--- src/i2c_rx_defs.svh ---
`ifndef I2C_RX_DEFS_SVH
`define I2C_RX_DEFS_SVH

// Register byte offsets
`define CTRL_OFFSET 8'h00
`define OWN_ADDR_OFFSET 8'h04
`define STAT1_OFFSET 8'h08
`define STAT2_OFFSET 8'h0c
`define DATA_OFFSET 8'h10
`define IRQ_STATUS_OFFSET 8'h14
`define IRQ_MASK_OFFSET 8'h18

// control_register_one fields
`define CTRL_ENABLE 0
`define CTRL_ACK_ENABLE 1
`define CTRL_EVENT_IRQ_ENABLE 2
`define CTRL_BUFFER_IRQ_ENABLE 3
`define CTRL_WIDTH 4
`define CTRL_RESET 4'h0

// status_register_one and status_register_two fields
`define STAT1_ADDR_MATCHED 0
`define STAT1_BYTE_DONE 2
`define STAT1_STOP 4
`define STAT1_RX_AVAIL 6
`define STAT2_BUSY 1

// Interrupt status and mask fields
`define IRQ_ADDR 0
`define IRQ_RX 1
`define IRQ_STOP 2
`define IRQ_WIDTH 3
`define IRQ_RESET 3'h0

`define OWN_ADDR_RESET 7'h00
`define BYTE_RESET 8'h00
`define BITS_PER_BYTE 4'h8
`define BIT_COUNT_ZERO 4'h0
`define BIT_COUNT_ONE 4'h1

`endif

--- src/i2c_rx_pkg.sv ---
package i2c_rx_pkg;

  typedef enum logic [6:0] {
    ST_IDLE = 7'h01,
    ST_ADDR = 7'h02,
    ST_ADDR_ACK = 7'h04,
    ST_ADDR_WAIT = 7'h08,
    ST_DATA = 7'h10,
    ST_HOLD = 7'h20,
    ST_DATA_ACK = 7'h40
  } rx_state_t;

endpackage

--- src/i2c_slave_receive_path.sv ---
// Function
// - After address cleared, shift bytes into data
// - Acknowledge each byte only when enabled
// - Set receive flag; interrupt needs both enables
// - Unread data at byte end stretches clock
// - Status read then data read clears
// - Stop condition sets stop flag, interrupt
// - Status read then control write clears stop
// - Address match acknowledges, sets match flag
//
// Local design decisions: the APB interface to the registers and the placing of the registers.
`include "i2c_rx_defs.svh"
`timescale 1ns/1ns
module i2c_slave_receive_path
  import i2c_rx_pkg::*;
(
  input wire logic clk,
  input wire logic reset_n,
  input wire logic psel,
  input wire logic penable,
  input wire logic pwrite,
  input wire logic [7:0] paddr,
  input wire logic [31:0] pwdata,
  output logic [31:0] prdata,
  output logic pready,
  output logic pslverr,
  input wire logic scl_in,
  output logic scl_out,
  output logic scl_oe_n,
  input wire logic sda_in,
  output logic sda_out,
  output logic sda_oe_n,
  output logic irq
);

  logic rst_n;
  logic scl_s;
  logic sda_s;
  logic scl_d_reg;
  logic sda_d_reg;
  rx_state_t state_reg;
  logic [3:0] bit_cnt_reg;
  logic [7:0] shift_reg;
  logic [7:0] data_reg;
  logic [`CTRL_WIDTH-1:0] ctrl_reg;
  logic [6:0] own_addr_reg;
  logic addr_matched_reg;
  logic byte_done_reg;
  logic rx_avail_reg;
  logic stop_reg;
  logic stat1_seen_reg;
  logic [`IRQ_WIDTH-1:0] irq_status_reg;
  logic [`IRQ_WIDTH-1:0] irq_mask_reg;
  logic [31:0] prdata_reg;
  logic pready_reg;
  logic pslverr_reg;
  logic scl_oe_n_reg;
  logic sda_oe_n_reg;
  logic line_low_reg;
  logic irq_reg;
  logic [31:0] rd_data;
  logic mapped;

  // Reset leaves synchronously after two clock edges, enters at once
  sync_two_flop #(.RESET_VALUE(1'b0)) u_rst_sync (
    .clk(clk),
    .rst_n(reset_n),
    .d(1'b1),
    .q(rst_n)
  );

  // Idle bus lines read high
  sync_two_flop #(.RESET_VALUE(1'b1)) u_scl_sync (
    .clk(clk),
    .rst_n(rst_n),
    .d(scl_in),
    .q(scl_s)
  );

  sync_two_flop #(.RESET_VALUE(1'b1)) u_sda_sync (
    .clk(clk),
    .rst_n(rst_n),
    .d(sda_in),
    .q(sda_s)
  );

  always_ff @(posedge clk or negedge rst_n) begin
    if (!rst_n) begin
      scl_d_reg <= 1'b1;
      sda_d_reg <= 1'b1;
    end else begin
      scl_d_reg <= scl_s;
      sda_d_reg <= sda_s;
    end
  end

  wire scl_rise = scl_s && !scl_d_reg;
  wire scl_fall = !scl_s && scl_d_reg;
  wire start_evt = scl_s && scl_d_reg && !sda_s && sda_d_reg;
  wire stop_evt = scl_s && scl_d_reg && sda_s && !sda_d_reg;

  // Bus decode; side effects only at the completing edge
  wire setup = psel && !penable;
  wire access = psel && penable && pready_reg;
  wire wr = access && pwrite;
  wire rd = access && !pwrite;
  wire rd_stat1 = rd && (paddr == `STAT1_OFFSET);
  wire rd_stat2 = rd && (paddr == `STAT2_OFFSET);
  wire rd_data_reg = rd && (paddr == `DATA_OFFSET);
  wire wr_ctrl = wr && (paddr == `CTRL_OFFSET);

  wire enable = ctrl_reg[`CTRL_ENABLE];
  wire ack_en = ctrl_reg[`CTRL_ACK_ENABLE];
  wire evt_irq_en = ctrl_reg[`CTRL_EVENT_IRQ_ENABLE];
  wire buf_irq_en = ctrl_reg[`CTRL_BUFFER_IRQ_ENABLE];

  // Completion points of the receive sequence
  wire byte_end = (state_reg == ST_DATA) && scl_fall
    && (bit_cnt_reg == `BITS_PER_BYTE);
  wire addr_end = (state_reg == ST_ADDR) && scl_fall
    && (bit_cnt_reg == `BITS_PER_BYTE);
  wire addr_hit = addr_end && (shift_reg[7:1] == own_addr_reg)
    && !shift_reg[0];
  wire aack_done = (state_reg == ST_ADDR_ACK) && scl_fall;
  wire dack_done = (state_reg == ST_DATA_ACK) && scl_fall;
  wire stop_set = stop_evt && (state_reg != ST_IDLE);
  wire addr_clr = rd_stat2 && stat1_seen_reg;
  wire byte_done_clr = rd_data_reg && stat1_seen_reg;
  wire stop_clr = wr_ctrl && stat1_seen_reg;

  always_ff @(posedge clk or negedge rst_n) begin
    if (!rst_n) begin
      state_reg <= ST_IDLE;
    end else if (!enable) begin
      state_reg <= ST_IDLE;
    end else if (stop_evt) begin
      state_reg <= ST_IDLE;
    end else if (start_evt) begin
      state_reg <= ST_ADDR;
    end else begin
      case (state_reg)
        ST_IDLE: begin
          state_reg <= ST_IDLE;
        end
        ST_ADDR: begin
          if (addr_hit) begin
            state_reg <= ST_ADDR_ACK;
          end else if (addr_end) begin
            state_reg <= ST_IDLE;
          end
        end
        ST_ADDR_ACK: begin
          if (scl_fall) begin
            state_reg <= ST_ADDR_WAIT;
          end
        end
        ST_ADDR_WAIT: begin
          if (!addr_matched_reg) begin
            state_reg <= ST_DATA;
          end
        end
        ST_DATA: begin
          if (byte_end && rx_avail_reg) begin
            state_reg <= ST_HOLD;
          end else if (byte_end) begin
            state_reg <= ST_DATA_ACK;
          end
        end
        ST_HOLD: begin
          if (!byte_done_reg) begin
            state_reg <= ST_DATA_ACK;
          end
        end
        ST_DATA_ACK: begin
          if (scl_fall) begin
            state_reg <= ST_DATA;
          end
        end
        default: begin
          state_reg <= ST_IDLE;
        end
      endcase
    end
  end

  always_ff @(posedge clk or negedge rst_n) begin
    if (!rst_n) begin
      shift_reg <= `BYTE_RESET;
      bit_cnt_reg <= `BIT_COUNT_ZERO;
    end else if (start_evt || aack_done || dack_done) begin
      bit_cnt_reg <= `BIT_COUNT_ZERO;
    end else if (scl_rise && (bit_cnt_reg != `BITS_PER_BYTE)
        && (state_reg == ST_ADDR || state_reg == ST_DATA)) begin
      shift_reg <= {shift_reg[6:0], sda_s};
      bit_cnt_reg <= bit_cnt_reg + `BIT_COUNT_ONE;
    end
  end

  always_ff @(posedge clk or negedge rst_n) begin
    if (!rst_n) begin
      data_reg <= `BYTE_RESET;
    end else if (dack_done) begin
      data_reg <= shift_reg;
    end
  end

  always_ff @(posedge clk or negedge rst_n) begin
    if (!rst_n) begin
      sda_oe_n_reg <= 1'b1;
    end else if (addr_hit || (state_reg == ST_DATA && byte_end
        && !rx_avail_reg) || (state_reg == ST_HOLD
        && !byte_done_reg)) begin
      sda_oe_n_reg <= !ack_en;
    end else if (aack_done || dack_done || !enable || stop_evt) begin
      sda_oe_n_reg <= 1'b1;
    end
  end

  always_ff @(posedge clk or negedge rst_n) begin
    if (!rst_n) begin
      scl_oe_n_reg <= 1'b1;
    end else begin
      scl_oe_n_reg <= !(aack_done || (state_reg == ST_ADDR_WAIT
        && addr_matched_reg) || (byte_end && rx_avail_reg)
        || (state_reg == ST_HOLD && byte_done_reg));
    end
  end

  // Pins are only ever pulled low
  always_ff @(posedge clk or negedge rst_n) begin
    if (!rst_n) begin
      line_low_reg <= 1'b0;
    end else begin
      line_low_reg <= 1'b0;
    end
  end

  // Tracks a status one read as the last access
  always_ff @(posedge clk or negedge rst_n) begin
    if (!rst_n) begin
      stat1_seen_reg <= 1'b0;
    end else if (access) begin
      stat1_seen_reg <= rd_stat1;
    end
  end

  always_ff @(posedge clk or negedge rst_n) begin
    if (!rst_n) begin
      addr_matched_reg <= 1'b0;
    end else begin
      addr_matched_reg <= aack_done || (addr_matched_reg && !addr_clr);
    end
  end

  always_ff @(posedge clk or negedge rst_n) begin
    if (!rst_n) begin
      byte_done_reg <= 1'b0;
    end else begin
      byte_done_reg <= (byte_end && rx_avail_reg)
        || (byte_done_reg && !byte_done_clr);
    end
  end

  always_ff @(posedge clk or negedge rst_n) begin
    if (!rst_n) begin
      rx_avail_reg <= 1'b0;
    end else begin
      rx_avail_reg <= dack_done || (rx_avail_reg && !rd_data_reg);
    end
  end

  always_ff @(posedge clk or negedge rst_n) begin
    if (!rst_n) begin
      stop_reg <= 1'b0;
    end else begin
      stop_reg <= stop_set || (stop_reg && !stop_clr);
    end
  end

  wire [`IRQ_WIDTH-1:0] irq_set = {stop_set && evt_irq_en,
    dack_done && evt_irq_en && buf_irq_en, aack_done && evt_irq_en};
  wire [`IRQ_WIDTH-1:0] irq_w1c = (wr && paddr == `IRQ_STATUS_OFFSET)
    ? pwdata[`IRQ_WIDTH-1:0] : `IRQ_RESET;

  always_ff @(posedge clk or negedge rst_n) begin
    if (!rst_n) begin
      irq_status_reg <= `IRQ_RESET;
    end else begin
      irq_status_reg <= irq_set | (irq_status_reg & ~irq_w1c);
    end
  end

  always_ff @(posedge clk or negedge rst_n) begin
    if (!rst_n) begin
      irq_reg <= 1'b0;
    end else begin
      irq_reg <= |(irq_status_reg & irq_mask_reg);
    end
  end

  always_ff @(posedge clk or negedge rst_n) begin
    if (!rst_n) begin
      ctrl_reg <= `CTRL_RESET;
      own_addr_reg <= `OWN_ADDR_RESET;
      irq_mask_reg <= `IRQ_RESET;
    end else if (wr) begin
      if (paddr == `CTRL_OFFSET) begin
        ctrl_reg <= pwdata[`CTRL_WIDTH-1:0];
      end
      if (paddr == `OWN_ADDR_OFFSET) begin
        own_addr_reg <= pwdata[6:0];
      end
      if (paddr == `IRQ_MASK_OFFSET) begin
        irq_mask_reg <= pwdata[`IRQ_WIDTH-1:0];
      end
    end
  end

  always_comb begin
    rd_data = 32'h0000_0000;
    mapped = 1'b1;
    case (paddr)
      `CTRL_OFFSET: rd_data[`CTRL_WIDTH-1:0] = ctrl_reg;
      `OWN_ADDR_OFFSET: rd_data[6:0] = own_addr_reg;
      `STAT1_OFFSET: begin
        rd_data[`STAT1_ADDR_MATCHED] = addr_matched_reg;
        rd_data[`STAT1_BYTE_DONE] = byte_done_reg;
        rd_data[`STAT1_STOP] = stop_reg;
        rd_data[`STAT1_RX_AVAIL] = rx_avail_reg;
      end
      `STAT2_OFFSET: rd_data[`STAT2_BUSY] = (state_reg != ST_IDLE);
      `DATA_OFFSET: rd_data[7:0] = data_reg;
      `IRQ_STATUS_OFFSET: rd_data[`IRQ_WIDTH-1:0] = irq_status_reg;
      `IRQ_MASK_OFFSET: rd_data[`IRQ_WIDTH-1:0] = irq_mask_reg;
      default: mapped = 1'b0;
    endcase
  end

  // No wait state: answer ready in the first access cycle
  always_ff @(posedge clk or negedge rst_n) begin
    if (!rst_n) begin
      pready_reg <= 1'b0;
      pslverr_reg <= 1'b0;
      prdata_reg <= 32'h0000_0000;
    end else begin
      pready_reg <= setup;
      pslverr_reg <= setup && !mapped;
      if (setup) begin
        prdata_reg <= pwrite ? 32'h0000_0000 : rd_data;
      end
    end
  end

  assign prdata = prdata_reg;
  assign pready = pready_reg;
  assign pslverr = pslverr_reg;
  assign scl_out = line_low_reg;
  assign sda_out = line_low_reg;
  assign scl_oe_n = scl_oe_n_reg;
  assign sda_oe_n = sda_oe_n_reg;
  assign irq = irq_reg;

  property p_data_load;
    @(posedge clk) disable iff (!rst_n)
    dack_done |=> rx_avail_reg && (data_reg == $past(shift_reg));
  endproperty
  a_data_load: assert property (p_data_load)
    else $error("Byte not moved to data register");

  property p_no_ack_outside;
    @(posedge clk) disable iff (!rst_n)
    (state_reg != ST_ADDR_ACK && state_reg != ST_DATA_ACK) |-> sda_oe_n_reg;
  endproperty
  a_no_ack_outside: assert property (p_no_ack_outside)
    else $error("Data line driven outside acknowledge");

  property p_no_ack_disabled;
    @(posedge clk) disable iff (!rst_n)
    (byte_end && !rx_avail_reg && !ack_en) |=> sda_oe_n_reg;
  endproperty
  a_no_ack_disabled: assert property (p_no_ack_disabled)
    else $error("Acknowledge driven while disabled");

  property p_rx_irq;
    @(posedge clk) disable iff (!rst_n)
    (dack_done && evt_irq_en && buf_irq_en) |=> irq_status_reg[`IRQ_RX]
      ##2 (irq || !irq_mask_reg[`IRQ_RX] || $past(irq_w1c[`IRQ_RX]));
  endproperty
  a_rx_irq: assert property (p_rx_irq)
    else $error("Receive interrupt missing");

  property p_hold_stretch;
    @(posedge clk) disable iff (!rst_n)
    (byte_end && rx_avail_reg) |=> byte_done_reg && !scl_oe_n_reg;
  endproperty
  a_hold_stretch: assert property (p_hold_stretch)
    else $error("Clock not stretched on overrun");

  property p_byte_done_clear;
    @(posedge clk) disable iff (!rst_n)
    $fell(byte_done_reg) |-> $past(rd_data_reg && stat1_seen_reg);
  endproperty
  a_byte_done_clear: assert property (p_byte_done_clear)
    else $error("Byte done cleared without sequence");

  property p_addr_clear;
    @(posedge clk) disable iff (!rst_n)
    $fell(addr_matched_reg) |-> $past(rd_stat2 && stat1_seen_reg);
  endproperty
  a_addr_clear: assert property (p_addr_clear)
    else $error("Match flag cleared without sequence");

  property p_rx_clear;
    @(posedge clk) disable iff (!rst_n)
    (rd_data_reg && !dack_done) |=> !rx_avail_reg;
  endproperty
  a_rx_clear: assert property (p_rx_clear)
    else $error("Data read left receive flag set");

  property p_stop_set;
    @(posedge clk) disable iff (!rst_n)
    stop_set |=> stop_reg && (state_reg == ST_IDLE);
  endproperty
  a_stop_set: assert property (p_stop_set)
    else $error("Stop not flagged");

  property p_stop_clear;
    @(posedge clk) disable iff (!rst_n)
    $fell(stop_reg) |-> $past(wr_ctrl && stat1_seen_reg);
  endproperty
  a_stop_clear: assert property (p_stop_clear)
    else $error("Stop flag cleared without sequence");

  property p_addr_set;
    @(posedge clk) disable iff (!rst_n)
    addr_hit |=> (state_reg == ST_ADDR_ACK) && (sda_oe_n_reg == !$past(ack_en));
  endproperty
  a_addr_set: assert property (p_addr_set)
    else $error("Address match not acknowledged");

  property p_addr_stretch;
    @(posedge clk) disable iff (!rst_n)
    aack_done |=> addr_matched_reg && !scl_oe_n_reg;
  endproperty
  a_addr_stretch: assert property (p_addr_stretch)
    else $error("Clock not held after match");

  c_addr_match: cover property (@(posedge clk) disable iff (!rst_n)
    aack_done);
  c_byte_rx: cover property (@(posedge clk) disable iff (!rst_n)
    dack_done);
  c_overrun: cover property (@(posedge clk) disable iff (!rst_n)
    $fell(byte_done_reg));
  c_stop: cover property (@(posedge clk) disable iff (!rst_n)
    stop_set);

endmodule

--- src/sync_two_flop.sv ---
`timescale 1ns/1ns
module sync_two_flop #(
  parameter bit RESET_VALUE = 1'b1
) (
  input wire logic clk,
  input wire logic rst_n,
  input wire logic d,
  output logic q
);

  logic meta_reg;

  // Only the second stage is visible outside
  always_ff @(posedge clk or negedge rst_n) begin
    if (!rst_n) begin
      meta_reg <= RESET_VALUE;
      q <= RESET_VALUE;
    end else begin
      meta_reg <= d;
      q <= meta_reg;
    end
  end

endmodule

--- config.mk ---
export PLATFORM = sky130hd
export DESIGN_NAME = i2c_slave_receive_path
export DESIGN_NICKNAME = d
export VERILOG_FILES = /design/src/i2c_rx_pkg.sv /design/src/i2c_slave_receive_path.sv /design/src/sync_two_flop.sv
export VERILOG_INCLUDE_DIRS = /design/src
export SDC_FILE = /design/constraint.sdc
export NUM_CORES = 1
export LEC_CHECK = 0
export BUFFER_PORTS_ARGS = -buffer_cell sky130_fd_sc_hd__buf_2
export CAP_MARGIN = 25
export CORE_MARGIN = 5
export CORE_UTILIZATION = 49
export CTS_CLUSTER_DIAMETER = 150
export DETAILED_ROUTE_END_ITERATION = 8
export PLACE_DENSITY_LB_ADDON = 0.12
export SETUP_SLACK_MARGIN = 0.2
export SLEW_MARGIN = 20
export SYNTH_ARGS = -nofsm -noshare
export SYNTH_HDL_FRONTEND = slang
export SYNTH_SLANG_ARGS = --single-unit
--- constraint.sdc ---
create_clock -name clk -period 2.7 [get_ports clk]
set_input_delay 0.27 -clock clk [delete_from_list [all_inputs] [get_ports clk]]
set_output_delay 0.27 -clock clk [all_outputs]
set_load 0.005 [all_outputs]
# Yosys cells after proc, flatten, opt, wreduce, memory -nomap -nowiden
# Cells that the tools add are included.
# totals
regBits	94
latchBits	0
ram_bits	0
mem_bits_ro	0
input_bits	47
word_cells	170
mem_count	0
# classes
n_addsub	1
multipliers	0
div_mod_pow	0
n_lt_le_gt_ge	0
n_eq_ne	22
n_shift	0
n_mux	27
bitwise_logic	5
reduce_logical	88
# ops
op	n
2-to-1 mux 7 bit	11
logical AND 1 bit	46
case mux 7 bit (6 select lines)	1
== test 8 x 5 -> 1 bit, second input constant	3
inequality test 5 bit, second input constant	4
case mux 1 bit (6 select lines)	3
zero test 1 bit	17
== test 8 x 4 -> 1 bit, second input constant	2
logical OR 1 bit	15
case mux 1 bit (3 select lines)	3
== test 8 x 3 -> 1 bit, second input constant	1
zero test 8 bit	1
2-to-1 mux 4 bit	2
2-to-1 mux 8 bit	1
AND reduction 2 bit	4
== test 7 x 2 -> 1 bit, second input constant	1
== test 7 x 3 -> 1 bit, second input constant	1
== test 7 x 4 -> 1 bit, second input constant	1
== test 7 x 5 -> 1 bit, second input constant	1
== test 7 x 6 -> 1 bit, second input constant	1
== test 7 bit	1
== test 7 bit, second input constant	1
inequality test 7 x 1 -> 1 bit, second input constant	1
OR reduction 7 bit	1
other kinds (15)	20

# Longest topological paths before layout
# logic_depth
ltp_word	11
depth_mapped	7

# Hierarchy
# A second synthesis with hierarchy kept.
# hier_totals
cells_unflattened	344
area_unflattened_um2	3621.0
# by_module_without_submodules
module	instances	cells_per_inst	area_each_um2	seq_area_each_um2
i2c_slave_receive_path	1	338	3465.8	1607.8
sync_two_flop at u_scl_sync ...	2	2	52.6	52.6
sync_two_flop at u_rst_sync	1	2	50.0	50.0

# Worst setup path before layout
# OpenSTA, ideal clock, no wires.
# synth_path
kind	input to register
from	input port paddr[5]
to	register own_addr_reg[0]
setup_ns	0.127
arrival_ns	1.906
setup_slack_ns	0.667
stages	6
n_path_buf	2
path_cell_list	or4_4 buf_6 nor4_4 and2b_1 buf_4 mux2_1
# synth_between
elab_chain_len	2
# synth_rtl
item	line_no	text
start, declared	i2c_slave_receive_path.sv:22	input wire logic [7:0] paddr,
== test 8 x 3 -> 1 bit	-	
AND reduction 2 bit (no line)	-	
end signal, assigned	i2c_slave_receive_path.sv:304	own_addr_reg <= `OWN_ADDR_RESET;
end signal, assigned	i2c_slave_receive_path.sv:311	own_addr_reg <= pwdata[6:0];
end, declared	i2c_slave_receive_path.sv:46	logic [6:0] own_addr_reg;
# Every way passes these cells.
# A chain may end at the register's enable or synchronous reset.

# Worst setup path in the final report
# layout_path
from	register state_reg[1]
to	register bit_cnt_reg[1]
# layout_between
elab_chain_len	5
word_cells_on_any_way	12
classes_between	eq/ne (4); mux (1); reduce/logical (7)
# layout_rtl
item	line_no	text
start, declared	i2c_slave_receive_path.sv:41	rx_state_t state_reg;
start signal, assigned	i2c_slave_receive_path.sv:133	state_reg <= ST_IDLE;
start signal, assigned	i2c_slave_receive_path.sv:135	state_reg <= ST_IDLE;
start signal, assigned	i2c_slave_receive_path.sv:137	state_reg <= ST_IDLE;
== test 7 x 3 -> 1 bit	i2c_slave_receive_path.sv:124	wire aack_done = (state_reg == ST_ADDR_ACK) && scl_fall;
logical AND 1 bit	i2c_slave_receive_path.sv:124	
logical OR 1 bit (2 in a row)	i2c_slave_receive_path.sv:190	end else if (start_evt || aack_done || dack_done) begin
2-to-1 mux 4 bit or nonzero test 2 bit (tied branches)	-	
end signal, assigned	i2c_slave_receive_path.sv:189	bit_cnt_reg <= `BIT_COUNT_ZERO;
end signal, assigned	i2c_slave_receive_path.sv:191	bit_cnt_reg <= `BIT_COUNT_ZERO;
end signal, assigned	i2c_slave_receive_path.sv:195	bit_cnt_reg <= bit_cnt_reg + `BIT_COUNT_ONE;
end, declared	i2c_slave_receive_path.sv:42	logic [3:0] bit_cnt_reg;
# Several ways; a longest one is shown, not always the timed one.

==> flow_metrics.env <==
export IMPL_grtUsageTotal=0.1815
export IMPL_hold_viol=0
export IMPL_start_util=0.5001
export IMPL_row_count=31
export IMPL_final_common_cell="dfrtp_1"
export IMPL_fin_crit_sh=0.8337
export IMPL_status="finished, final reports clean"
export IMPL_rsz0062_at_grt="false"
export IMPL_firstDrtPassIters=4
export IMPL_crit_fanout=9
export IMPL_die_h_um=95.58
export IMPL_skew_ns=0.01117
export IMPL_cts_buffer_depth=2
export IMPL_gr_max_usage_layer="met2"
export IMPL_dpl_cell_count=444
export IMPL_initialDrtViolationCount=204
export IMPL_worst_slew_pin_slew_ns=0.5313
export IMPL_routed_via_density=5.397
export IMPL_wl_per_cell_um=17.00
export IMPL_crit_required_ns=2.93
export IMPL_fin_crit_ns=2.251
export IMPL_antenna_cells=0
export IMPL_path_clk_slew_ns=0.08
export IMPL_vias=2488
export IMPL_place_gp_congestion=0.8427
export IMPL_cts_tree="yes"
export IMPL_fmax_mhz=444.3
export IMPL_io_pins=86
export IMPL_cp_start_kind="flop"
export IMPL_power_density_nw_per_um2=532.0
export IMPL_crit_arrival_ns=2.48
export IMPL_fin_util=0.5583
export IMPL_first_global_vias=2415
export IMPL_relSlewSlack=0.6425
export IMPL_grt_pass1_wl_mm=12.34
export IMPL_fp_dieArea_um2=9135
export IMPL_n_fill_cell=630
export IMPL_grt_overflow_total=0
export IMPL_htreeDepth=3
export IMPL_maxCapViolCount=0
export IMPL_grtUsageMet3=0.02920
export IMPL_peakVddDrop_uv=271.1
export IMPL_grt_max_degree=23
export IMPL_slew_violations=0
export IMPL_nets=406
export IMPL_multi_input_area_um2=1645
export IMPL_layout_common_cells="60 x dfrtp_1, 34 x buf_2, 27 x conb_1"
export IMPL_ys_flop_type="dfrtp_1"
export IMPL_die_x_um=95.58
export IMPL_antenna_found_initial=0
export IMPL_grt_use_met1=0.2627
export IMPL_yosysWarnings=0
export IMPL_ys_types=59
export IMPL_drtAntennaViolNets=0
export IMPL_syn_area_um2=3588
export IMPL_crit_type="reg -> reg"
export IMPL_register_area_um2=1764
export IMPL_ys_ff_latch=70
export IMPL_route_detailed_drc=0
export IMPL_use_met2=0.2652
export IMPL_cts_root_buf="clkbuf_8"
export IMPL_syn_to_final_growth_pct=11.65
export IMPL_cts_buffers=9
export IMPL_port_buffers=34
export IMPL_synth_enable_flop_cells=0
export IMPL_clkLatencyLatePin_ns=0.35
export IMPL_final_layout_size_suffix_gt1_frac=0.2928
export IMPL_cts_repair_resized=0
export IMPL_setup_tns_final_ns=0
export IMPL_cts_sinks=70
export IMPL_p_leak_uw=0.001889
export IMPL_ys_seq_area_frac=0.4913
export IMPL_ys_async_sr_fraction=1.000
export IMPL_netlist_instances=318
export IMPL_instances_no_fill=461
export IMPL_hold_class="in -> reg"
export IMPL_dp_hpwl_mm=5.905
export IMPL_end_kind="flop"
export IMPL_coreArea_um2=7176
export IMPL_avgSynthCellArea_um2=11.28
export IMPL_setup_viol=0
export IMPL_wl_mm=7.839
-- critical path: stages (launching register included) --
cell     delay, ns
dfrtp_1       0.49
or4_1         0.66
nor4_1        0.44
or2_2         0.24
nor2_1        0.05
mux2_2        0.25
-- metal layers --
layer | wire length [µm] | part of all wire
met5 | 0 | 0
met3 | 443 | 0.057
met1 | 3659 | 0.47
met4 | 121 | 0.015
met2 | 3614 | 0.46
-- power breakdown --
part / leakage [µW] / internal (µW) / switching [µW] / total, µW
logic: 0.000851 / 30.1 / 63.5 / 93.6
clock network: 0.000116 / 570 / 392 / 963
registers: 0.000923 / 1060 / 13.1 / 1080
total: 0.00189 / 1660 / 469 / 2130
-- path summary, 6_finish.rpt --
kind | startpoint | endpoint | slack (ns) | cells after the start
min in group asynchronous | u_rst_sync.q | shift_reg[6] | 0.22 | 0
max in group asynchronous | u_rst_sync.q | state_reg[0] | 1.76 | 1
worst min-delay path | scl_in | u_scl_sync.meta_reg | 0.02 | 1
worst max register to register | state_reg[1] | bit_cnt_reg[1] | 0.45 | 5
worst max-delay path | state_reg[1] | bit_cnt_reg[1] | 0.45 | 5
worst min register to register | u_rst_sync.q | shift_reg[6] | 0.22 | 0
-- stage by stage --
step / setup slack (ns) / hold WS [ns] / area, µm² / power [µW]
6_report: 0.4491 / 0.02174 / 4006 / 2131
5_1_grt: 0.3903 / 0.004481 / 4006 / 2214
4_1_cts: 0.5083 / 0.002861 / 4006 / 2153
3_5_place_dp: 0.4861 / 0.05732 / 3764 / 1187
3_3_place_gp: 0.4892 / 0.05493 / 3764 / 1186
2_1_floorplan: 0.6221 / -0.02559 / 3682 / 1170
-- layout make-up --
class | count | share of cell area
sequential | 70 | 0.4403
timing repair buffer | 40 | 0.05434
inverter | 6 | 0.005621
clock inverter | 5 | 0.02030
tap | 99 | 0.03092
clock buffer | 11 | 0.03779
multi-input combinational | 230 | 0.4107
-- cell families after synthesis --
| group | count (synthesis) | share of synthesized area |
|---|---|---|
| simple gates | 102 | 0.1698 |
| flops | 70 | 0.4913 |
| other cells | 2 | 0.002093 |
| buf+inv | 43 | 0.07636 |
| xor+xnor | 13 | 0.03173 |
| compound gates | 51 | 0.1060 |
| fa+ha+maj | 2 | 0.006972 |
| mux | 35 | 0.1158 |
-- Yosys cell counts, drive strengths merged, types with 3 or more instances --
library cell,instances,area (µm²)
dfrtp,61,1526
mux2,32,360.3
buf,31,229.0
nand2,25,93.84
nor2,17,63.81
a22o,9,78.83
dfstp,9,236.5
nand4,8,50.05
nor4,8,101.3
xnor2,8,70.07
a21oi,7,35.03
nand2b,7,43.79
nand3,7,40.04
a22oi,6,45.04
clkbuf,6,22.52
inv,6,22.52
nor2b,5,31.28
nor3,5,36.29
xor2,5,43.79
o21ai,4,20.02
or4,4,33.78
a31oi,3,18.77
and2,3,18.77
o31ai,3,22.52
or2,3,18.77
or3,3,23.77
-- timing repair --
action,CTS,global route
endpoints found under the hold margin,2,0
hold buffers,1,0
setup endpoints to repair,0,0
buffers inserted,0,0
Note: power is estimated with default switching activity, not from simulation.
